`src/alrt_pkg.sv`:
```
/*
 * Constants and carrier types for the alert limit and identification
 * register bank of a current and power monitor.
 * Assumes a serial front end that turns bus frames into register strobes.
 */
package alrt_pkg;

   // Register offsets as seen by the serial front end.
   localparam logic [7:0] ALRT_OFS_MASK_ENABLE = 8'h06;
   localparam logic [7:0] ALRT_OFS_THRESHOLD   = 8'h07;
   localparam logic [7:0] ALRT_OFS_MAKER_ID    = 8'hFE;
   localparam logic [7:0] ALRT_OFS_DIE_IDENTIFIER      = 8'hFF;

   // Field positions of the mask/enable register.
   localparam int ALRT_BIT_SENSE_OVER  = 15;
   localparam int ALRT_BIT_SENSE_UNDER = 14;
   localparam int ALRT_BIT_BUS_OVER    = 13;
   localparam int ALRT_BIT_BUS_UNDER   = 12;
   localparam int ALRT_BIT_POWER_OVER  = 11;
   localparam int ALRT_BIT_CONV_READY  = 10;
   localparam int ALRT_BIT_SRC_FLAG    = 4;
   localparam int ALRT_BIT_READY_FLAG  = 3;
   localparam int ALRT_BIT_OVF_FLAG    = 2;
   localparam int ALRT_BIT_POLARITY    = 1;
   localparam int ALRT_BIT_LATCH       = 0;

   // Field positions of the die identification register.
   localparam int ALRT_DIE_DEV_LSB = 4;
   localparam int ALRT_DIE_REV_LSB = 0;

   // Reset values.
   localparam logic [15:0] ALRT_THRESHOLD_RST = 16'h0000;
   localparam logic [15:0] ALRT_ZERO16        = 16'h0000;

   // Limit comparison selects, one bit each.
   typedef struct packed {
      logic sense_over_limit_select;
      logic sense_under_limit_select;
      logic bus_over_limit_select;
      logic bus_under_limit_select;
      logic power_over_limit_select;
   } alrt_select_s;

   // Measurements delivered by the conversion engine.
   typedef struct packed {
      logic [15:0] sense_value;
      logic [15:0] bus_value;
      logic [15:0] power_value;
   } alrt_meas_s;

   // Register strobes from the serial front end.
   typedef struct packed {
      logic        wr;
      logic        rd;
      logic [7:0]  addr;
      logic [15:0] wdata;
   } alrt_reg_req_s;

endpackage

```
`src/alrt_limit_cmp.sv`:
```
/*
 * Limit comparator: tests the selected measurement against the threshold.
 * Assumes at most one select is meant to be set; the highest bit wins.
 */
`timescale 1ns/10ps
module alrt_limit_cmp
   import alrt_pkg::*;
(
   input  wire alrt_select_s sel_i,
   input  wire alrt_meas_s   meas_i,
   input  wire logic [15:0]  threshold_i,
   output logic              fault_o
);

   ////////////////////////////////////////////////////////////////////////
   // Sense voltage is two's complement; bus voltage and power are not.
   always_comb begin
      fault_o = 1'b0;
      if (sel_i.sense_over_limit_select) begin
         fault_o = $signed(meas_i.sense_value) > $signed(threshold_i);
      end else if (sel_i.sense_under_limit_select) begin
         fault_o = $signed(meas_i.sense_value) < $signed(threshold_i);
      end else if (sel_i.bus_over_limit_select) begin
         fault_o = meas_i.bus_value > threshold_i;
      end else if (sel_i.bus_under_limit_select) begin
         fault_o = meas_i.bus_value < threshold_i;
      end else if (sel_i.power_over_limit_select) begin
         fault_o = meas_i.power_value > threshold_i;
      end
   end

endmodule  // alrt_limit_cmp

```
`src/alrt_limit_bank.sv`:
```
/*
 * Alert latching, limit register and identification registers.
 * Assumes register strobes synchronous to clk_i, one per cycle, and a
 * conversion-done pulse with measurements valid in that same cycle.
 */
`timescale 1ns/10ps
// Overview of operation
// - Latch select bit: one latches, zero transparent.
// - Transparent: alert idles once fault clears.
// - Latched: alert holds until mask/enable read.
// - 16-bit threshold at 07h compared to measurement.
// - Maker identifier, 16 bits, read at FEh.
// - Device identifier in bits 15:4 at FFh.
// - Die revision in bits 3:0 at FFh.
// - Selected measurement beyond threshold raises alert.
// - Alert active low, active high when polarity set.

module alrt_limit_bank
   import alrt_pkg::*;
#(
   parameter int          DATA_W     = 16,
   parameter logic [15:0] MAKER_ID   = 16'hA5C3,  // Arbitrary value.
   parameter logic [11:0] DEVICE_ID  = 12'h3B7,   // Arbitrary value.
   parameter logic [3:0]  REVISION   = 4'h1       // Arbitrary value.
)
(
   input  wire logic          clk_i,
   input  wire logic          nrst_i,
   input  wire logic          ce_i,
   input  wire alrt_reg_req_s req_i,
   input  wire alrt_meas_s    meas_i,
   input  wire logic          conv_done_i,
   input  wire logic          math_overflow_i,
   input  wire logic          cfg_write_i,
   output logic [15:0]        rd_data_o,
   output logic               rd_valid_o,
   output logic               alert_o,
   output logic               alert_oe_n_o,
   output logic [15:0]        threshold_o
);

   ////////////////////////////////////////////////////////////////////////
   // Elaboration check: the register file is built for 16-bit words only.
   // Other widths would need a reworked mask/enable layout.
   if (DATA_W != 16) begin : g_bad_width
      $error("alrt_limit_bank supports DATA_W of 16 only.");
   end

   ////////////////////////////////////////////////////////////////////////
   // Whole state of the block.
   // Read data and the pin enable sit in it, so both come from flops.
   typedef struct packed {
      logic [15:0]  threshold;
      alrt_select_s sel;
      logic         conv_ready_en;
      logic         polarity;
      logic         latch;
      logic         src_flag;
      logic         ready_flag;
      logic         ovf_flag;
      logic [15:0]  rd_data;
      logic         rd_valid;
      logic         alert_oe_n;
   } alrt_state_s;

   alrt_state_s state;
   alrt_state_s next_state;
   logic        fault;
   logic        mask_read;
   logic        mask_write;
   logic        alert_active;
   logic [15:0] mask_word;

   ////////////////////////////////////////////////////////////////////////
   // Comparator on the currently stored threshold and selects.
   // Its result is only acted upon in a cycle with conv_done_i high.
   alrt_limit_cmp u_cmp (
      .sel_i       (state.sel),
      .meas_i      (meas_i),
      .threshold_i (state.threshold),
      .fault_o     (fault)
   );

   ////////////////////////////////////////////////////////////////////////
   // Decoded strobes and the mask/enable word as read back.
   assign mask_read  = req_i.rd && (req_i.addr == ALRT_OFS_MASK_ENABLE);
   assign mask_write = req_i.wr && (req_i.addr == ALRT_OFS_MASK_ENABLE);

   always_comb begin
      mask_word = ALRT_ZERO16;
      mask_word[ALRT_BIT_SENSE_OVER]  = state.sel.sense_over_limit_select;
      mask_word[ALRT_BIT_SENSE_UNDER] = state.sel.sense_under_limit_select;
      mask_word[ALRT_BIT_BUS_OVER]    = state.sel.bus_over_limit_select;
      mask_word[ALRT_BIT_BUS_UNDER]   = state.sel.bus_under_limit_select;
      mask_word[ALRT_BIT_POWER_OVER]  = state.sel.power_over_limit_select;
      mask_word[ALRT_BIT_CONV_READY]  = state.conv_ready_en;
      mask_word[ALRT_BIT_SRC_FLAG]    = state.src_flag;
      mask_word[ALRT_BIT_READY_FLAG]  = state.ready_flag;
      mask_word[ALRT_BIT_OVF_FLAG]    = state.ovf_flag;
      mask_word[ALRT_BIT_POLARITY]    = state.polarity;
      mask_word[ALRT_BIT_LATCH]       = state.latch;
   end

   // The source flag is shared by all limit selects; one is meant at once.
   // The pin is active on a source flag, or on ready when that is enabled.
   assign alert_active = state.src_flag
                       | (state.conv_ready_en & state.ready_flag);

   ////////////////////////////////////////////////////////////////////////
   // Next-state logic for registers, flags, read data and the pin.
   always_comb begin
      next_state          = state;
      next_state.rd_valid = 1'b0;

      // Register writes; identification offsets fall through untouched.
      if (req_i.wr) begin
         case (req_i.addr)
            ALRT_OFS_THRESHOLD: begin
               next_state.threshold = req_i.wdata;
            end
            ALRT_OFS_MASK_ENABLE: begin
               next_state.sel.sense_over_limit_select  =
                  req_i.wdata[ALRT_BIT_SENSE_OVER];
               next_state.sel.sense_under_limit_select =
                  req_i.wdata[ALRT_BIT_SENSE_UNDER];
               next_state.sel.bus_over_limit_select    =
                  req_i.wdata[ALRT_BIT_BUS_OVER];
               next_state.sel.bus_under_limit_select   =
                  req_i.wdata[ALRT_BIT_BUS_UNDER];
               next_state.sel.power_over_limit_select  =
                  req_i.wdata[ALRT_BIT_POWER_OVER];
               next_state.conv_ready_en = req_i.wdata[ALRT_BIT_CONV_READY];
               next_state.polarity = req_i.wdata[ALRT_BIT_POLARITY];
               next_state.latch    = req_i.wdata[ALRT_BIT_LATCH];
            end
            default: begin
               // Identification offsets are read-only; nothing is stored.
               next_state.threshold = state.threshold;
            end
         endcase
      end

      // Register reads answer one cycle later; unmapped reads give zero.
      // A read together with a write returns the value held before it.
      if (req_i.rd) begin
         next_state.rd_valid = 1'b1;
         case (req_i.addr)
            ALRT_OFS_THRESHOLD:   next_state.rd_data = state.threshold;
            ALRT_OFS_MASK_ENABLE: next_state.rd_data = mask_word;
            ALRT_OFS_MAKER_ID:    next_state.rd_data = MAKER_ID;
            ALRT_OFS_DIE_IDENTIFIER: begin
               next_state.rd_data = ALRT_ZERO16;
               next_state.rd_data[ALRT_DIE_DEV_LSB +: 12] = DEVICE_ID;
               next_state.rd_data[ALRT_DIE_REV_LSB +: 4] = REVISION;
            end
            default:              next_state.rd_data = ALRT_ZERO16;
         endcase
      end

      // Ready flag: cleared by a mask read or a configuration write,
      // and a conversion finishing in the same cycle wins.
      // With the ready alert enabled the flag also drives the pin.
      if (mask_read || cfg_write_i) begin
         next_state.ready_flag = 1'b0;
      end
      if (conv_done_i) begin
         next_state.ready_flag = 1'b1;
      end

      // Overflow flag follows the math engine at each conversion.
      if (conv_done_i) begin
         next_state.ovf_flag = math_overflow_i;
      end

      // Source flag: latched mode clears on a mask read only; transparent
      // mode follows each conversion result. A fault beats the clear.
      if (state.latch) begin
         if (mask_read) begin
            next_state.src_flag = 1'b0;
         end
      end else if (conv_done_i) begin
         next_state.src_flag = 1'b0;
      end
      if (conv_done_i && fault) begin
         next_state.src_flag = 1'b1;
      end

      // A mask/enable write holds the pin for that cycle, so that a
      // polarity change cannot glitch the pin through a stale level.
      // Open-drain pin: pull low when the asserted level is low.
      next_state.alert_oe_n = ~(alert_active ^ state.polarity);
      if (mask_write) begin
         next_state.alert_oe_n = state.alert_oe_n;
      end
   end

   ////////////////////////////////////////////////////////////////////////
   // State register with synchronous reset and clock enable.
   // Clock enable low freezes everything except the reset.
   always_ff @(posedge clk_i) begin
      if (!nrst_i) begin
         state                              <= '0;
         state.threshold                    <= ALRT_THRESHOLD_RST;
         state.latch                        <= 1'b0;
         state.polarity                     <= 1'b0;
         state.alert_oe_n                   <= 1'b1;
      end else if (ce_i) begin
         state <= next_state;
      end
   end

   ////////////////////////////////////////////////////////////////////////
   // Outputs straight from the state register.
   // The open-drain data line stays low; only its enable moves.
   assign rd_data_o    = state.rd_data;
   assign rd_valid_o   = state.rd_valid;
   assign alert_o      = 1'b0;
   assign alert_oe_n_o = state.alert_oe_n;
   assign threshold_o  = state.threshold;

endmodule  // alrt_limit_bank

```
`config.mk`:
```
export PLATFORM = sky130hd
export DESIGN_NAME = alrt_limit_bank
export DESIGN_NICKNAME = d
export VERILOG_FILES = /design/src/alrt_pkg.sv /design/src/alrt_limit_cmp.sv /design/src/alrt_limit_bank.sv
export SDC_FILE = /design/constraint.sdc
export NUM_CORES = 1
export LEC_CHECK = 0
export BUFFER_PORTS_ARGS = -buffer_cell sky130_fd_sc_hd__buf_4
export CORE_UTILIZATION = 40
export CTS_CLUSTER_DIAMETER = 200
export CTS_CLUSTER_SIZE = 30
export DETAILED_ROUTE_END_ITERATION = 6
export PLACE_DENSITY = 0.67
export SYNTH_ARGS = -nofsm -noshare
export SYNTH_HDL_FRONTEND = slang
export SYNTH_HIERARCHICAL = 1
export SYNTH_SLANG_ARGS = --single-unit
```
`constraint.sdc`:
```
create_clock -name clk_i -period 3.4 [get_ports clk_i]
set_input_delay 0.85 -clock clk_i [delete_from_list [all_inputs] [get_ports clk_i]]
set_output_delay 0.85 -clock clk_i [all_outputs]
set_load 0.02 [all_outputs]
```
==> impl_metrics.toml, run 1 <==
[status]
status = "finished with violations"
violations = "design-rule violations"

[synthesis]
synth_top_family_by_area = "simple AND/OR/NAND/NOR gates"
synth.net_count = 502
ys_async_sr_fraction_pct = 0
synth-main-ff-cell = "dfxtp_1"
synth-seq-cells = 45
synth-edff-count = 0
synth-simple-area-share_pct = 22.75
synthMuxAreaShare_pct = 4.446
synth_compound_area_share_pct = 19.53
syn_inst = 374
netlist_area_um2 = 3152
synthAdderAreaFrac_pct = 19.06
seq_area_frac_synth_pct = 28.58
yosysWarnings = 6
synth_xor_xnor_area_share_pct = 0.2779
syn_avg_cell_area_um2 = 8.427
yosysUniqueCellTypes = 52

[timing]
skew_ns = 0.007176
max_freq_ghz = 0.3451
setup_viol = 0
finalHoldViolCount = 0
fin_hold_ws_ns = 0.4631
fin_ws_ns = 0.5022
slew_viol_final = 0
period_share_pct = 85.23
setup_tns_ns = 0
tightestPinTransition_ns = 0.6745
rsz0062_at_grt = "false"
period_minus_slack_ns = 2.898
relSlewSlack_pct = 54.89

[worst_setup_path]
r2r-start = "threshold_o[10]"
worstSetupEndpointType = "register"
critPathKind = "in2reg"
crit_start = "meas_i[30]"
crit_required_ns = 3.59
reg2reg_to = "mask_word[4]"
reg2reg_depth = 11
crit_end = "mask_word[4]"
r2r_slack_ns = 0.57
crit_path_start_kind = "input pin"
arrival_ns = 3.09
critPathMaxFanout = 3

[global_routing]
grt_pass1_wl_um = 14840
grt_max_degree = 58
grt_pass1_vias = 3070
grt-ovfl-total = 0
grtUsageTotal_pct = 22.55
antenna_found_initial = 0

[die]
start_util_pct = 41.00
fp.dieW_um = 90.77
die_h_um = 90.77
io_pins = 115
core_um2 = 7687
die_area_um2 = 8238
rows = 32

[job]
max_cap_viol_count = 0

[clocking]
clock_latency_ns = 0.30
post_cts_buffers = 0
cts_tree = "done"
cts_sinks = 45
htree_levels = 2
cts_hold_buf = 0
clk_pin_slew_ns = 0.09
clock-root-buffer = "clkbuf_8"
cts_buffer_depth = 2
cts_buffers = 5
cts_resized = 0

[drt]
drt_iter0_drc = 153
drt_wl_total_um = 9011
avgRoutedWirePerCell_um = 15.48
drc = 1
vias_per_cell = 5.308
dr.pass1.iters = 6
vias = 3089
antenna_left = 0

[final_layout]
final_cell_mix = "114 x buf_4, 48 x ha_1, 45 x dfxtp_1, 39 x nand2_1, 33 x nand3_1"
antennaDiodeCount = 0
final_common_cell = "buf_4"
drive_gt1_share_pct = 27.92
fin_nets = 607
area_delta_synth_final_pct = 32.24
final_cell_area_um2 = 4168

[pwr]
power_mw = 1.143
power_density_nw_per_um2 = 274.3
ir_drop_uv = 173.0
p_leak_nw = 1.873

[placed_design]
gp_congestion = 0.9377
hpwl_um = 7274
portBuffers = 113
placed_area_um2 = 4056
pre_cts_slack_ns = 0.2026

[worst_hold_path]
hold_path_class = "reg2reg"
-- how the worst min path moves through the flow --
stage	start	to	slack, ns	cells past startpoint
floorplan	mask_word[2]	mask_word[2]	0.44	2
global placement	rd_data_o[9]	rd_data_o[9]	0.44	1
detailed placement	rd_data_o[9]	rd_data_o[9]	0.45	1
CTS	rd_data_o[9]	rd_data_o[9]	0.47	1
global route	rd_data_o[9]	rd_data_o[9]	0.50	1
finish	rd_data_o[9]	rd_data_o[9]	0.46	1
-- metal layers --
metal  global-route usage (%)  wire length [um]
met2                    36.93              4202
met3                    4.040               486
met1                    30.07              4236
met5                        0                 0
met4                    6.586                85
-- power breakdown --
part,switching (mW),internal [mW]
logic,0.0946,0.108
clock network,0.188,0.221
registers,0.00226,0.530
-- flip-flops by register name (all words and copies together), names as in the netlist --
| register | cells |
|---|---|
| alert_oe_n_o | 1 |
| mask_word | 11 |
| rd_data_o | 16 |
| rd_valid_o | 1 |
| threshold_o | 16 |
-- per-stage QoR --
step	utilization, %	cells
4_1_cts	54.22	582
5_1_grt	54.22	582
3_3_place_gp	52.77	574
3_5_place_dp	52.77	574
6_report	54.22	582
2_1_floorplan	-	374
-- cell families (layout without fill, tap and decap cells) --
family | Yosys count | count (layout)
multiplexers | 14 | 14
AO/OA/AOI/OAI | 94 | 94
adder cells (fa/ha/maj) | 48 | 48
other | 1 | 1
AND/OR/NAND/NOR | 132 | 132
flip-flops | 45 | 45
XOR/XNOR | 1 | 1
buffers and inverters | 39 | 145
-- cells in the mapped netlist (2+ instances only) --
library cell,n,area share (%)
inv_1,23,2.7
o221a_2,2,0.71
nor2_1,8,0.95
ha_1,48,19
a21boi_0,5,1.2
nand3_1,33,5.2
and2_1,5,0.99
and3_1,4,0.79
nor2b_1,11,2.2
and4_1,2,0.56
a221o_1,7,2.2
o31ai_1,4,0.95
a21oi_1,28,4.4
o21ai_0,25,4.0
buf_4,3,0.71
nor4_1,2,0.40
clkbuf_1,5,0.60
nand2b_1,3,0.60
mux2i_1,14,4.4
buf_1,2,0.24
dfxtp_1,45,29
nand4_1,14,2.8
buf_2,5,0.79
a21o_1,7,1.7
o21a_1,3,0.71
nand2_1,39,4.6
a31oi_1,2,0.40
-- worst max-delay path, stage by stage --
cell and delay (ns):
buf_4 0.11, ha_1 0.31, nand4_1 0.15, nor4_1 0.44, a21boi_2 0.26, nor4_1 0.09
a2111oi_2 0.35, o31ai_1 0.13, and3_1 0.19, a21oi_1 0.11, a21boi_0 0.09
-- cell type report --
class / instances / area (um^2)
Fill cell: 761 / 3520
Multi-Input combinational cell: 290 / 2086
Sequential cell: 45 / 900.9
Timing Repair Buffer: 114 / 855.8
Tap cell: 102 / 127.6
Inverter: 23 / 86.33
Clock buffer: 6 / 72.57
Clock inverter: 2 / 38.79
(Power assumes the default switching activity.)
==> run 2, diff against run 1 <==
Settings changed: ABC_AREA set to 1, PLACE_DENSITY 0.67 to 0.66.
==> run 2 against run 1 <==
- cell count increased by 18%
- utilization increased by 0.44 points
- synthesized cell count increased by 29%
- sequential share of layout area decreased by 0.61 points
- count of clock-buffer cells in the layout increased by 1
- first-iteration DRC count decreased by 10%
- worst setup slack improved by 0.69 ns
- via count increased by 12%
- total power increased by 1.6%
- sequential power about the same
- largest power group unchanged
- the run now ends clean
- clock skew increased by 0.0011 ns
- wire length increased by 1.7%
==> impl_metrics.toml, run 2 <==
[global_routing]
grtUsageMet2_pct = 37.25
grtUsageTotal_pct = 21.66
top_usage_layer = "met2"
grt_pass1_wl_um = 14820
grt-ovfl-total = 0
grt_max_degree = 34
use_met3_pct = 3.859
grt_pass1_vias = 3192
grt_use_met1_pct = 28.37
antenna_found_initial = 0

[status]
status = "complete, no violations"

[worst_setup_path]
arrival_ns = 2.43
crit_start = "meas_i[47]"
r2r-start = "threshold_o[15]"
r2r_slack_ns = 1.24
reg2reg_to = "mask_word[4]"
worstSetupEndpointType = "register"
crit_required_ns = 3.62
reg2reg_depth = 14
crit_path_start_kind = "input pin"
crit_end = "mask_word[4]"
critPathMaxFanout = 5
critPathKind = "in2reg"

[drt]
vias_per_cell = 5.028
dr.pass1.iters = 5
drt_iter0_drc = 137
avgRoutedWirePerCell_um = 13.30
vias = 3464
drc = 0
antenna_left = 0
drt_wl_total_um = 9163

[clocking]
post_cts_buffers = 0
cts_hold_buf = 0
clock_latency_ns = 0.30
cts_tree = "done"
htree_levels = 2
cts_buffers = 5
cts_buffer_depth = 2
cts_resized = 0
clock-root-buffer = "clkbuf_8"
clk_pin_slew_ns = 0.09
cts_sinks = 45

[synthesis]
syn_inst = 481
ys_top_cells_by_area = "dfxtp_1 27%, ha_1 18%, nand2_1 15%, a21oi_1 10%, nand3_1 8.2%"
synth.net_count = 609
synth.top_cell.area_share_pct = 27.33
syn_avg_cell_area_um2 = 6.852
seq_area_frac_synth_pct = 27.33
synth-seq-cells = 45
ys_async_sr_fraction_pct = 0
yosysWarnings = 6
synth-edff-count = 0
synth_most_common_cell = "nand2_1"
yosysUniqueCellTypes = 28
synth_top_cell_by_area = "dfxtp_1"
synth-main-ff-cell = "dfxtp_1"
synth_common_cells = "129 x nand2_1, 66 x a21oi_1, 54 x nand3_1, 53 x inv_1, 48 x ha_1"
netlist_area_um2 = 3296

[timing]
finalHoldViolCount = 0
tightestPinTransition_ns = 1.074
rsz0062_at_grt = "false"
skew_ns = 0.008245
period_minus_slack_ns = 2.213
max_freq_ghz = 0.4520
relSlewSlack_pct = 28.35
slew_viol_final = 0
setup_viol = 0
period_share_pct = 65.07
setup_tns_ns = 0

[die]
die_h_um = 92.77
io_pins = 115
core_um2 = 7848
start_util_pct = 42.00
rows = 32
die_area_um2 = 8606
fp.dieW_um = 92.77

[final_layout]
area_delta_synth_final_pct = 30.14
fin_nets = 714
final_cell_mix = "129 x nand2_1, 114 x buf_4, 66 x a21oi_1, 54 x nand3_1, 53 x inv_1"
drive_gt1_share_pct = 24.70
final_common_cell = "nand2_1"
utilization_pct = 54.66
antennaDiodeCount = 0

[placed_design]
gp_congestion = 0.7994
portBuffers = 113
hpwl_um = 7347

[worst_hold_path]
hold_path_class = "reg2reg"
min_path_cells = 2

[pwr]
p_leak_nw = 2.007
ir_drop_uv = 148.8
power_density_nw_per_um2 = 270.8

[job]
max_cap_viol_count = 0
run 2: changes by cell type after synthesis, sizes merged, moves of 5 or more:
cell    delta
a21oi     +40
and2       -5
o21ai      -8
a21boi     -6
a221o      -7
inv       +38
mux2i     -14
nand3     +21
nor2b     -12
a21o       -6
nand2     +97
nand4     -12
nor2      +14
run 2: critical path: stages:
cell and delay, ns:
buf_4 0.11, ha_1 0.36, nand4_1 0.14, nor2_1 0.23
nand2_1 0.11, nand2_1 0.07, nand2_1 0.06, nand3_1 0.07
nand2_1 0.05, inv_1 0.04, nand2_1 0.04, nand2_1 0.08
nand3_1 0.08, a21oi_1 0.15
run 2: report_power, final:
part	switching, mW	internal (mW)	total, mW
logic	0.106	0.105	0.211
registers	0.00251	0.531	0.533
clock network	0.177	0.240	0.417
total	0.285	0.876	1.16
run 2: how the worst min path moves through the flow:
stage                       from      endpoint  slack (ns)
finish              mask_word[2]  mask_word[2]        0.46
global route        mask_word[2]  mask_word[2]        0.48
CTS                 mask_word[2]  mask_word[2]        0.46
detailed placement  mask_word[2]  mask_word[2]        0.45
global placement    mask_word[2]  mask_word[2]        0.45
floorplan           mask_word[2]  mask_word[2]        0.43
run 2: cell families after synthesis:
logic type	count (synthesis)	share of synthesized area (%)
other cells	1	0.1138
simple gates	217	29.27
flops	45	27.33
fa+ha+maj	48	18.22
xor+xnor	1	0.2658
compound gates	92	14.62
buf+inv	77	10.17
run 2: final cells by class:
cell class,count,area (um^2)
Inverter,61,229.0
Fill cell,799,3558
Timing Repair Buffer,114,855.8
Tap cell,102,127.6
Clock buffer,7,86.33
Sequential cell,45,900.9
Multi-Input combinational cell,359,2059
Clock inverter,1,30.03
run 2: per-layer routing:
| metal | vias up | part of all wire (%) |
|---|---|---|
| li1 | 1793 | - |
| met1 | 1547 | 44 |
| met2 | 118 | 48 |
| met3 | 6 | 7.1 |
| met4 | 0 | 0.76 |
| met5 | - | 0 |
run 2: per-stage QoR:
step                      worst slack [ns]  area [um^2]  std cells  hold WS (ns)  power [mW]
after global routing                0.9999         4289        689        0.4843       1.224
after floorplan                      1.301         3296        481        0.4299      0.6542
after detailed placement            0.8749         4173        681        0.4513      0.7566
after global placement              0.9495         4173        681        0.4475      0.7511
final                                1.188         4289        689        0.4635       1.161
after CTS                            1.189         4289        689        0.4627       1.167
